$ cat src/hdl/pwr_seq_pkg.sv
package pwr_seq_pkg;

    // Timebase: one tick per microsecond at the 125 MHz system clock
    localparam int CLK_PERIOD_NS = 8;
    localparam int TICK_NS = 1000;
    localparam int TICK_CYCLES = TICK_NS / CLK_PERIOD_NS;
    localparam logic [6:0] TICK_LAST = 7'(TICK_CYCLES - 1);

    // Programmable window for both timers, in microsecond ticks
    localparam int MIN_TIME_US = 250;
    localparam int MAX_TIME_US = 25000;
    localparam int TIME_W = 15;
    localparam logic [TIME_W-1:0] MIN_TIME_TICKS = TIME_W'(MIN_TIME_US);
    localparam logic [TIME_W-1:0] MAX_TIME_TICKS = TIME_W'(MAX_TIME_US);
    localparam logic [TIME_W-1:0] TIMER_SAT = 15'h7FFF;

    localparam int NUM_CH = 4;
    localparam int IRQ_W = 4;

    // Register byte offsets
    localparam logic [7:0] ADDR_STEP_DELAY = 8'h00;
    localparam logic [7:0] ADDR_REG_TIMEOUT = 8'h04;
    localparam logic [7:0] ADDR_STATUS = 8'h08;
    localparam logic [7:0] ADDR_IRQ_STATUS = 8'h0C;
    localparam logic [7:0] ADDR_IRQ_MASK = 8'h10;

    // Reset values: zero means unconfigured (no delay, timeout check off)
    localparam logic [TIME_W-1:0] STEP_DELAY_RST = 15'h0000;
    localparam logic [TIME_W-1:0] REG_TIMEOUT_RST = 15'h0000;
    localparam logic [IRQ_W-1:0] IRQ_MASK_RST = 4'h0;

    // Interrupt bit positions
    localparam int IRQ_UP_DONE = 0;
    localparam int IRQ_DOWN_DONE = 1;
    localparam int IRQ_FAULT = 2;
    localparam int IRQ_GOOD_LOST = 3;

    // Status register fields
    localparam int ST_STATE_LSB = 0;
    localparam int ST_CH_LSB = 4;
    localparam int ST_EN_LSB = 8;
    localparam int ST_MON_LSB = 12;
    localparam int ST_DONE_BIT = 16;
    localparam int ST_GOOD_BIT = 17;
    localparam int ST_FAULT_BIT = 18;

    typedef enum logic [2:0] {
        SEQ_OFF,
        SEQ_UP_WAIT,
        SEQ_UP_STEP,
        SEQ_ON,
        SEQ_DOWN_STEP,
        SEQ_FAULT
    } seq_state_t;

endpackage

$ cat src/hdl/four_rail_power_sequencer.sv
// Functional notes
// [RULE1] Rising edge of the power-on request starts the power-up sequence.
// [RULE2] Falling edge of the power-off request starts the power-down sequence.
// [RULE3] Power-up enables channels 1 to 4 in order, each paired with its monitor.
// [RULE4] Power-down disables channels in reverse order, channel 4 first, channel 1 last.
// [RULE5] One global step delay, 0.25 ms to 25 ms, separates channel transitions.
// [RULE6] An unconfigured step delay setting gives zero delay.
// [RULE7] Each enabled rail gets a 0.25 ms to 25 ms window to regulate.
// [RULE8] An unconfigured regulation timeout setting disables the timeout check.
// [RULE9] A rail counts as regulated while its monitor comparator reads high.
// [RULE10] Sequence-complete flag is raised when power-up or power-down finishes.
// [RULE11] All-rails-good flag is high only while all four monitors read high.
// [RULE12] An internal fault pulls the open-drain fault output low.
// [RULE13] Channel enable outputs are active high.
// [RULE14] Channels 2 to 4 flagged unused are treated as off and skipped.
// [RULE15] Devices may be chained; completion of one can start the next.
// [RULE16] Next channel is enabled only after regulation and the step delay.
// [RULE17] Timeout before regulation stops sequencing and raises the fault.
module four_rail_power_sequencer (
    input logic I_CLOCK,
    input logic I_SYS_RST,
    input logic I_WB_CYC,
    input logic I_WB_STB,
    input logic I_WB_WE,
    input logic [7:0] I_WB_ADR,
    input logic [31:0] I_WB_DAT,
    input logic [3:0] I_WB_SEL,
    output logic [31:0] O_WB_DAT,
    output logic O_WB_ACK,
    input logic I_POWER_ON_REQ,
    input logic I_POWER_OFF_REQ,
    input logic [3:0] I_RAIL_MONITOR_INPUT,
    input logic [2:0] I_CHANNEL_UNUSED,
    output logic [3:0] O_CHANNEL_ENABLE_OUTPUT,
    output logic O_SEQUENCE_COMPLETE_FLAG,
    output logic O_ALL_RAILS_GOOD_FLAG,
    output logic O_FAULT_N_OUT,
    output logic O_FAULT_N_OE,
    output logic O_IRQ
);

    typedef struct packed {
        pwr_seq_pkg::seq_state_t state;
        logic [1:0] ch;
        logic skip;
        logic [6:0] prescale;
        logic [pwr_seq_pkg::TIME_W-1:0] timer;
        logic [pwr_seq_pkg::TIME_W-1:0] step_delay_setting;
        logic [pwr_seq_pkg::TIME_W-1:0] regulation_timeout_setting;
        logic [pwr_seq_pkg::IRQ_W-1:0] irq_status;
        logic [pwr_seq_pkg::IRQ_W-1:0] irq_mask;
        logic on_req_q;
        logic off_req_q;
        logic [pwr_seq_pkg::NUM_CH-1:0] enable;
        logic sequence_complete_flag;
        logic rails_good;
        logic fault;
        logic fault_level;
        logic irq;
        logic ack;
        logic [31:0] rdata;
    } state_t;

    state_t state_reg;
    state_t state_next;

    // Zero stays zero; any other setting is pulled into the legal window
    function automatic logic [pwr_seq_pkg::TIME_W-1:0] clamp_time(
        input logic [pwr_seq_pkg::TIME_W-1:0] v
    );
        logic [pwr_seq_pkg::TIME_W-1:0] r;
        r = v;
        if (v == 15'h0000) begin
            r = 15'h0000;
        end else if (v < pwr_seq_pkg::MIN_TIME_TICKS) begin
            r = pwr_seq_pkg::MIN_TIME_TICKS;
        end else if (v > pwr_seq_pkg::MAX_TIME_TICKS) begin
            r = pwr_seq_pkg::MAX_TIME_TICKS;
        end
        return r;
    endfunction

    always_comb begin
        logic tick;
        logic up_edge;
        logic down_edge;
        logic delay_done;
        logic timeout_hit;
        logic [3:0] chan_off;
        logic [pwr_seq_pkg::TIME_W-1:0] step_ticks;
        logic [pwr_seq_pkg::TIME_W-1:0] timeout_ticks;
        logic [pwr_seq_pkg::IRQ_W-1:0] events;
        logic [pwr_seq_pkg::IRQ_W-1:0] rd_clear;
        logic bus_req;
        logic [1:0] ch_up;
        logic [1:0] ch_dn;
        logic rest_off;

        state_next = state_reg;
        events = '0;
        rd_clear = '0;

        tick = (state_reg.prescale == pwr_seq_pkg::TICK_LAST);
        state_next.prescale = tick ? 7'h00 : 7'(state_reg.prescale + 7'h01);
        if (tick && state_reg.timer != pwr_seq_pkg::TIMER_SAT) begin
            state_next.timer = 15'(state_reg.timer + 15'h0001);
        end

        state_next.on_req_q = I_POWER_ON_REQ;
        state_next.off_req_q = I_POWER_OFF_REQ;
        up_edge = I_POWER_ON_REQ && !state_reg.on_req_q; // see [RULE1]
        down_edge = !I_POWER_OFF_REQ && state_reg.off_req_q; // see [RULE2]

        // Channel 1 can never be marked unused
        chan_off = {I_CHANNEL_UNUSED, 1'b0}; // see [RULE14]

        step_ticks = clamp_time(state_reg.step_delay_setting); // see [RULE5]
        timeout_ticks = clamp_time(state_reg.regulation_timeout_setting); // see [RULE7]
        delay_done = (state_reg.timer >= step_ticks); // see [RULE6]
        timeout_hit = (timeout_ticks != 15'h0000) && // see [RULE8]
                      (state_reg.timer >= timeout_ticks);

        ch_up = 2'(state_reg.ch + 2'h1);
        ch_dn = 2'(state_reg.ch - 2'h1);
        // Every channel above the current one unused: nothing left to step to
        rest_off = &(chan_off | ~(4'hF << ch_up)); // see [RULE14]

        unique case (state_reg.state)
            pwr_seq_pkg::SEQ_OFF: begin
                if (up_edge) begin
                    state_next.sequence_complete_flag = 1'b0;
                    state_next.fault = 1'b0;
                    state_next.ch = 2'h0;
                    state_next.enable[0] = 1'b1; // see [RULE3] [RULE13]
                    state_next.timer = '0;
                    state_next.state = pwr_seq_pkg::SEQ_UP_WAIT;
                end
            end
            pwr_seq_pkg::SEQ_UP_WAIT: begin
                if (chan_off[state_reg.ch] ||
                    I_RAIL_MONITOR_INPUT[state_reg.ch]) begin // see [RULE9]
                    // No trailing step delay after the last used channel
                    if (state_reg.ch == 2'h3 || rest_off) begin
                        state_next.sequence_complete_flag = 1'b1; // see [RULE10] [RULE15]
                        events[pwr_seq_pkg::IRQ_UP_DONE] = 1'b1;
                        state_next.state = pwr_seq_pkg::SEQ_ON;
                    end else if (chan_off[state_reg.ch]) begin
                        // Unused channel: no delay spent on it
                        state_next.ch = ch_up; // see [RULE14]
                        state_next.enable[ch_up] = !chan_off[ch_up];
                        state_next.timer = '0;
                    end else begin
                        state_next.timer = '0;
                        state_next.state = pwr_seq_pkg::SEQ_UP_STEP;
                    end
                end else if (timeout_hit) begin
                    state_next.fault = 1'b1; // see [RULE17]
                    events[pwr_seq_pkg::IRQ_FAULT] = 1'b1;
                    state_next.state = pwr_seq_pkg::SEQ_FAULT;
                end
            end
            pwr_seq_pkg::SEQ_UP_STEP: begin
                if (delay_done) begin // see [RULE16]
                    state_next.ch = ch_up; // see [RULE3]
                    state_next.enable[ch_up] = !chan_off[ch_up];
                    state_next.timer = '0;
                    state_next.state = pwr_seq_pkg::SEQ_UP_WAIT;
                end
            end
            pwr_seq_pkg::SEQ_ON: begin
            end
            pwr_seq_pkg::SEQ_DOWN_STEP: begin
                if (state_reg.ch == 2'h0) begin
                    state_next.sequence_complete_flag = 1'b1; // see [RULE10]
                    events[pwr_seq_pkg::IRQ_DOWN_DONE] = 1'b1;
                    state_next.state = pwr_seq_pkg::SEQ_OFF;
                end else if (delay_done || state_reg.skip) begin // see [RULE5]
                    state_next.ch = ch_dn; // see [RULE4]
                    state_next.skip = !state_reg.enable[ch_dn];
                    state_next.enable[ch_dn] = 1'b0;
                    state_next.timer = '0;
                end
            end
            pwr_seq_pkg::SEQ_FAULT: begin
                // Holds the enables where they stood until powered down
            end
        endcase

        // A power-down may abort a power-up or leave the fault state
        if (down_edge && state_reg.state != pwr_seq_pkg::SEQ_OFF &&
            state_reg.state != pwr_seq_pkg::SEQ_DOWN_STEP) begin
            state_next.sequence_complete_flag = 1'b0;
            state_next.ch = 2'h3;
            state_next.skip = !state_reg.enable[3];
            state_next.enable[3] = 1'b0; // see [RULE4]
            state_next.timer = '0;
            state_next.state = pwr_seq_pkg::SEQ_DOWN_STEP;
        end

        state_next.rails_good = &I_RAIL_MONITOR_INPUT; // see [RULE11]
        if (state_reg.rails_good && !state_next.rails_good) begin
            events[pwr_seq_pkg::IRQ_GOOD_LOST] = 1'b1;
        end
        state_next.fault_level = 1'b0; // see [RULE12]

        // Wishbone classic slave, one wait state, ack for one cycle
        bus_req = I_WB_CYC && I_WB_STB && !state_reg.ack;
        state_next.ack = bus_req;
        state_next.rdata = 32'h0000_0000;
        if (bus_req && I_WB_WE) begin
            unique case ({I_WB_ADR[7:2], 2'b00})
                pwr_seq_pkg::ADDR_STEP_DELAY: begin
                    if (I_WB_SEL[0]) state_next.step_delay_setting[7:0] = I_WB_DAT[7:0];
                    if (I_WB_SEL[1]) state_next.step_delay_setting[14:8] = I_WB_DAT[14:8];
                end
                pwr_seq_pkg::ADDR_REG_TIMEOUT: begin
                    if (I_WB_SEL[0]) begin
                        state_next.regulation_timeout_setting[7:0] = I_WB_DAT[7:0];
                    end
                    if (I_WB_SEL[1]) begin
                        state_next.regulation_timeout_setting[14:8] = I_WB_DAT[14:8];
                    end
                end
                pwr_seq_pkg::ADDR_IRQ_MASK: begin
                    if (I_WB_SEL[0]) state_next.irq_mask = I_WB_DAT[3:0];
                end
                default: begin
                end
            endcase
        end else if (bus_req) begin
            unique case ({I_WB_ADR[7:2], 2'b00})
                pwr_seq_pkg::ADDR_STEP_DELAY: begin
                    state_next.rdata[14:0] = state_reg.step_delay_setting;
                end
                pwr_seq_pkg::ADDR_REG_TIMEOUT: begin
                    state_next.rdata[14:0] = state_reg.regulation_timeout_setting;
                end
                pwr_seq_pkg::ADDR_STATUS: begin
                    state_next.rdata[pwr_seq_pkg::ST_STATE_LSB +: 3] = state_reg.state;
                    state_next.rdata[pwr_seq_pkg::ST_CH_LSB +: 2] = state_reg.ch;
                    state_next.rdata[pwr_seq_pkg::ST_EN_LSB +: 4] = state_reg.enable;
                    state_next.rdata[pwr_seq_pkg::ST_MON_LSB +: 4] = I_RAIL_MONITOR_INPUT;
                    state_next.rdata[pwr_seq_pkg::ST_DONE_BIT] = state_reg.sequence_complete_flag;
                    state_next.rdata[pwr_seq_pkg::ST_GOOD_BIT] = state_reg.rails_good;
                    state_next.rdata[pwr_seq_pkg::ST_FAULT_BIT] = state_reg.fault;
                end
                pwr_seq_pkg::ADDR_IRQ_STATUS: begin
                    state_next.rdata[3:0] = state_reg.irq_status;
                    rd_clear = state_reg.irq_status;
                end
                pwr_seq_pkg::ADDR_IRQ_MASK: begin
                    state_next.rdata[3:0] = state_reg.irq_mask;
                end
                default: begin
                end
            endcase
        end

        // An event in the same cycle as the clearing read survives
        state_next.irq_status = (state_reg.irq_status & ~rd_clear) | events;
        state_next.irq = |(state_next.irq_status & state_next.irq_mask);
    end

    always_ff @(posedge I_CLOCK) begin
        if (I_SYS_RST) begin
            state_reg <= '0;
            state_reg.state <= pwr_seq_pkg::SEQ_OFF;
            state_reg.step_delay_setting <= pwr_seq_pkg::STEP_DELAY_RST;
            state_reg.regulation_timeout_setting <= pwr_seq_pkg::REG_TIMEOUT_RST;
            state_reg.irq_mask <= pwr_seq_pkg::IRQ_MASK_RST;
        end else begin
            state_reg <= state_next;
        end
    end

    assign O_WB_DAT = state_reg.rdata;
    assign O_WB_ACK = state_reg.ack;
    assign O_CHANNEL_ENABLE_OUTPUT = state_reg.enable;
    assign O_SEQUENCE_COMPLETE_FLAG = state_reg.sequence_complete_flag;
    assign O_ALL_RAILS_GOOD_FLAG = state_reg.rails_good;
    assign O_FAULT_N_OUT = state_reg.fault_level;
    assign O_FAULT_N_OE = state_reg.fault; // see [RULE12]
    assign O_IRQ = state_reg.irq;

endmodule

$ cat config.mk
export PLATFORM = sky130hd
export DESIGN_NAME = four_rail_power_sequencer
export DESIGN_NICKNAME = d
export VERILOG_FILES = /design/src/hdl/pwr_seq_pkg.sv /design/src/hdl/four_rail_power_sequencer.sv
export SDC_FILE = /design/constraint.sdc
export NUM_CORES = 1
export LEC_CHECK = 0
export BUFFER_PORTS_ARGS = -buffer_cell sky130_fd_sc_hd__buf_2
export CORE_UTILIZATION = 55
export CTS_CLUSTER_DIAMETER = 80
export DETAILED_ROUTE_END_ITERATION = 10
export GPL_TIMING_DRIVEN = 0
export PLACE_DENSITY_LB_ADDON = 0.15
export SLEW_MARGIN = 10
export SYNTH_ARGS = -nofsm -noshare
export SYNTH_HDL_FRONTEND = slang
export SYNTH_SLANG_ARGS = --single-unit
export TNS_END_PERCENT = 50
$ cat constraint.sdc
create_clock -name I_CLOCK -period 7.6 [get_ports I_CLOCK]
set_input_delay 0.38 -clock I_CLOCK [delete_from_list [all_inputs] [get_ports I_CLOCK]]
set_output_delay 0.38 -clock I_CLOCK [all_outputs]
set_load 0.05 [all_outputs]
# Word level (Yosys, flattened, before mapping)
# Index checks and enable logic that the tools add are counted.
totals:
  ff_bits: 110
  latch_bits: 0
  mem_bits_rw: 0
  rom_bits: 0
  input_bits: 58
  out_inout_bits: 42
  word_cells: 220
  n_memories: 0
op_classes:
  n_addsub: 4
  n_mul: 0
  n_div: 0
  magnitude_cmp: 11
  eq_ne: 35
  shifts: 1
  n_mux: 78
  bitwise_logic: 10
  n_reduce_logical: 55
op_table:
  columns: ["cell", "n"]
  rows:
  - ["2-to-1 mux 15 bit", 13]
  - ["one-hot mux 15 bit (4 select lines)", 1]
  - ["2-to-1 mux 4 bit", 11]
  - [">= comparator 15 bit", 2]
  - ["greater-than comparator 15 bit, second input constant", 2]
  - ["logical NOT 15 bit", 2]
  - ["less-than comparator 15 x 8 -> 1 bit, second input constant", 2]
  - ["inequality test 3 bit, second input constant", 10]
  - ["inequality test 2 bit, second input constant", 11]
  - ["2-to-1 mux 1 bit", 21]
  - ["2-to-1 mux 3 bit", 7]
  - ["one-hot mux 7 bit (3 select lines)", 1]
  - ["one-hot mux 5 bit (4 select lines)", 1]
  - ["AND reduction 8 bit", 2]
  - ["adder 15 x 1 -> 15 bit, second input constant", 1]
  - ["2-to-1 mux 5 bit", 3]
  - ["inequality test 15 bit, second input constant", 1]
  - ["one-hot mux 3 bit (5 select lines)", 1]
  - ["AND reduction 3 bit", 5]
  - ["nonzero test 15 bit", 1]
  - ["AND 4 bit", 3]
  - ["== test 6 x 2 -> 1 bit, second input constant", 2]
  - ["logical AND 1 bit", 12]
  - ["NOT 4 bit", 3]
  - ["other kinds (45)", 76]

# Depth between registers and ports, before layout
logic_depth:
  ltp_word: 12
  depth_mapped: 14
  ltp_nobuf: 13

# Least setup slack after synthesis
# OpenSTA, ideal clock, no wires.
synth_path:
  path_type: "flip-flop to flip-flop"
  startpoint: "register state_reg[76] (netlist bit)"
  endpoint: "register state_reg[90] (netlist bit)"
  setup_ps: 65
  arrival_time_ps: 3596
  required_ps: 7535
  setup_slack_ps: 3939
  path_stages_with_launch: 14
  n_path_buf: 1
  period_less_slack_ps: 3661
  cell_sequence: "dfxtp_1 -> or4_4 -> or4_4 -> or3_4 -> and2_4 -> a21oi_1 -> ha_1 -> a211oi_1 -> nand3_1 -> a31oi_1 -> o211ai_1 -> a31o_2 -> buf_2 -> nor2_1"
synth_between:
  elab_chain_len: 9
  elab_cells_between_ends: 12
  classes_between: "order compare: 3; mux: 7; reduce/logical: 2"
synth_lines:
  columns: ["element", "line", "text"]
  rows:
  - ["from (decl)", "four_rail_power_sequencer.sv:64", "state_t state_reg;"]
  - ["from (signal assigned)", "four_rail_power_sequencer.sv:272", "state_reg <= state_next;"]
  - ["greater-than comparator 15 bit", "four_rail_power_sequencer.sv:77", "end else if (v > pwr_seq_pkg::MAX_TIME_TICKS) begin"]
  - ["2-to-1 mux 15 bit", "four_rail_power_sequencer.sv:77", null]
  - ["2-to-1 mux 15 bit", "four_rail_power_sequencer.sv:75", "end else if (v < pwr_seq_pkg::MIN_TIME_TICKS) begin"]
  - ["2-to-1 mux 15 bit (*)", "four_rail_power_sequencer.sv:73", "if (v == 15'h0000) begin"]
  - [">= comparator 15 bit (*)", "four_rail_power_sequencer.sv:119", "delay_done = (state_reg.timer >= step_ticks);"]
  - ["logical OR 1 bit", "four_rail_power_sequencer.sv:177", "end else if (delay_done || state_reg.skip) begin"]
  - ["2-to-1 mux 15 bit", "four_rail_power_sequencer.sv:177", null]
  - ["2-to-1 mux 15 bit", "four_rail_power_sequencer.sv:173", "if (state_reg.ch == 2'h0) begin"]
  - ["one-hot mux 15 bit (4 select lines) (*)", "four_rail_power_sequencer.sv:128", "unique case (state_reg.state)"]
# Every way passes the cells marked *; elsewhere a longest branch is shown, timed or not.
# A chain may end at the register's enable or synchronous reset.

# Final worst setup path
layout_path:
  startpoint: "register state_reg[77] (netlist bit)"
  endpoint: "register state_reg[86] (netlist bit)"
# Same word-level chain as after synthesis.

==> run_results.csv <==
group,metric,value,unit
sta,slew_headroom,48.9,%
cts,clock_latency,380,ps
worst_hold_path,holdPathStages,2,
global_route,grt_max_degree,18,
sta,rsz0062_at_grt,"false",
setup_path,path_cells,"or4_4 > or4_4 > or3_4 > and2_4 > a21oi_1 > ha_1 > a211oi_1 > nand3_1 > a31oi_1 > o211ai_1 > a31o_2 > buf_2 > nor2_1",
global_route,antenna_found_initial,0,
sta,maxSlewViolCount,0,
setup_path,cpLargestDelayFamily,"simple AND/OR/NAND/NOR gates",
synthesis,synth_edf_count,0,
floorplanning,dieArea,0.0109,mm2
floorplanning,core_area,0.00995,mm2
final_layout,final_common_cell,"nor2_1",
final_layout,nets,866,
setup_path,crit_top_cell,"or4_4",
setup_path,worst-path-max-fanout,10,
cts,h-tree-depth,3,
cts,cts.reportedPaths.clkPinSlew,110,ps
setup_path,r2r-start,"state_reg[77]",
global_route,grt_usage,27.9,%
final_layout,mostFrequentLayoutCells,"nor2_1 (103), dfxtp_1 (96), buf_2 (67), mux2i_1 (54), nand2_1 (48)",
placed_design,hpwl,11400,um
setup_path,cp-start-kind,"register",
outcome,status,"completed",
placed_design,globalplace.congestion,0.908,
setup_path,cp-end-kind,"register",
cts,cts.sinks,96,
floorplanning,placement_rows,36,
floorplanning,chipWidth,104,um
synthesis,ys_ff_latch,96,
final_layout,diodes,0,
sta,period_share,56.8,%
pwr,ir_drop,0.130,mV
sta,setup_viol,0,
setup_path,worst-path-buf-inv,1,
final_layout,drive_gt1_share,17.3,%
floorplanning,io_pins,100,
sta,fmax,232,MHz
cts,postCtsSetupBuffers,0,
final_layout,largest_register_ffs,68,
setup_path,reg2reg_slack,3280,ps
cts,cts_tree,"built",
cts,cts_resized,0,
synthesis,postSynth.asyncResetShare,0,%
setup_path,crit_type,"reg2reg",
global_route,grt-ovfl-total,0,
detailed_routing,wl,14700,um
synthesis,netlist_instances,682,
setup_path,arrival,4630,ps
synthesis,synth-main-ff-cell,"dfxtp_1",
global_route,grt_pass1_vias,4908,
cts,cts-buffers-inserted,9,
setup_path,slowest_stage,"or4_4",
detailed_routing,drt_iter0_markers,325,
detailed_routing,detail-route-antenna-nets,0,
cts,cts_root_buffer,"clkbuf_8",
cts,clockBufferDepth,2,
pwr,leakage,2.86,nW
detailed_routing,drc,0,
sta,tns,0,ps
detailed_routing,drt_pass1_iterations,7,
detailed_routing,wire_per_inst,16.2,um
sta,finalClockSkew,17.3,ps
sta,min_period,4320,ps
worst_hold_path,min-delay-start,"I_POWER_OFF_REQ",
placed_design,io_buffers,64,
setup_path,crit_required,7910,ps
worst_hold_path,hold_end,"state_reg[42]",
setup_path,startpoint,"state_reg[77]",
floorplanning,die_h,104,um
synthesis,yosysWarnings,0,
worst_hold_path,min_path_type,"in2reg",
global_route,grt_pass1_wl,24200,um
synthesis,synth-seq-area-share,33.4,%
sta,holdWs,219,ps
setup_path,regToRegEndpoint,"state_reg[86]",
final_layout,area_growth,13.2,%
sta,hold_viol,0,
sta,tightest_slew,759,ps
cts,hold_buffers,0,
floorplanning,start_util,57.8,%
synthesis,ys_types,67,
detailed_routing,via_per_inst,5.78,
pwr,power,0.00133,W
synthesis,syn_area,0.00576,mm2
setup_path,crit_path_max_incr_delay,530,ps
pwr,power_density,204,mW/mm2
setup_path,reg2regPathDepth,13,
detailed_routing,vias,5251,
synthesis,syn_area_per_cell,8.44,um2
flow_run,maxCapViolCount,0,
[synthesized netlist by cell type, types with 2 or more instances]
| cell type | number | area (um2) |
|---|---|---|
| nor4_1 | 3 | 18.8 |
| a21o_1 | 6 | 45.0 |
| o21bai_1 | 5 | 37.5 |
| nand2_1 | 48 | 180 |
| or4_4 | 3 | 33.8 |
| a41o_1 | 2 | 20.0 |
| a221oi_1 | 2 | 17.5 |
| and2_1 | 8 | 50.1 |
| nor3_1 | 17 | 85.1 |
| nor2_1 | 103 | 387 |
| buf_1 | 2 | 7.51 |
| nand3_1 | 22 | 110 |
| nand3b_1 | 3 | 22.5 |
| nor2b_1 | 15 | 93.8 |
| o21ai_0 | 28 | 140 |
| a21oi_1 | 35 | 175 |
| and3_1 | 9 | 56.3 |
| nor3b_1 | 2 | 15.0 |
| o31a_1 | 2 | 17.5 |
| a211oi_1 | 8 | 60.1 |
| inv_1 | 16 | 60.1 |
| mux2i_1 | 54 | 541 |
| xor2_1 | 13 | 114 |
| nand2b_1 | 12 | 75.1 |
| o211a_1 | 2 | 20.0 |
| a41oi_1 | 2 | 17.5 |
| buf_2 | 3 | 15.0 |
| a22oi_1 | 6 | 45.0 |
| buf_4 | 37 | 278 |
| clkbuf_1 | 13 | 48.8 |
| and4_1 | 3 | 26.3 |
| a31oi_1 | 5 | 31.3 |
| mux4_2 | 2 | 45.0 |
| dfxtp_1 | 96 | 1920 |
| or3_1 | 3 | 18.8 |
| nand4_1 | 17 | 106 |
| o211ai_1 | 4 | 30.0 |
| xnor2_1 | 5 | 43.8 |
| ha_1 | 38 | 475 |
[final cells by class]
cell class / instances / area, um2
clock buffers: 9 / 124
plain buffers: 55 / 349
clock inverters: 7 / 103
multi-input cells: 528 / 3480
flip-flops and latches: 96 / 1920
well taps: 133 / 166
fillers: 885 / 3430
inverters: 16 / 60.1
repair buffers: 64 / 320
[layer usage]
metal	wire length [um]	global-route usage [%]	part of all wire [%]
met1	6690	36.8	45
met2	6700	44.9	46
met3	939	5.45	6.4
met4	379	10.7	2.6
met5	0	0	0
[cells by family after synthesis]
group | Yosys count | synth area share (%)
AO/OA/AOI/OAI | 121 | 13.6
XOR/XNOR | 18 | 2.74
buffers and inverters | 71 | 7.11
flip-flops | 96 | 33.4
AND/OR/NAND/NOR | 279 | 24.3
adder cells (fa/ha/maj) | 39 | 8.43
multiplexers | 57 | 10.4
other | 1 | 0.0651
[worst reg2reg max path, delay by kind of cell (launching register included)]
kind | cells | cell delay [ps]
AO/OA/AOI/OAI | 5 | 1640
adder cells (fa/ha/maj) | 1 | 300
buffers and inverters | 1 | 210
flip-flops | 1 | 360
AND/OR/NAND/NOR | 6 | 1740
[worst max path at each step]
stage,to,depth (start not counted),slack (ps)
6_report,state_reg[86],13,3280
3_3_place_gp,state_reg[91],13,3410
4_1_cts,state_reg[88],13,3320
3_5_place_dp,state_reg[88],13,3330
2_1_floorplan,state_reg[90],13,3940
5_1_grt,state_reg[93],13,3050
[metrics by stage]
stage / setup slack, ps / instances / area (um2) / util, %
finish: 3280 / 908 / 6520 / 65.5
global route: 3050 / 908 / 6520 / 65.5
CTS: 3320 / 908 / 6520 / 65.5
detailed placement: 3330 / 892 / 6290 / 63.2
global placement: 3410 / 892 / 6290 / 63.2
floorplan: 3940 / 695 / 5810 / -
[where the power goes]
part	switching [W]	internal [W]	leakage, nW
Combinational	0.000247	0.000140	1.98
Clock	0.000196	0.000189	0.104
Sequential	0.0000307	0.000525	0.776
(Power assumes the default switching activity.)
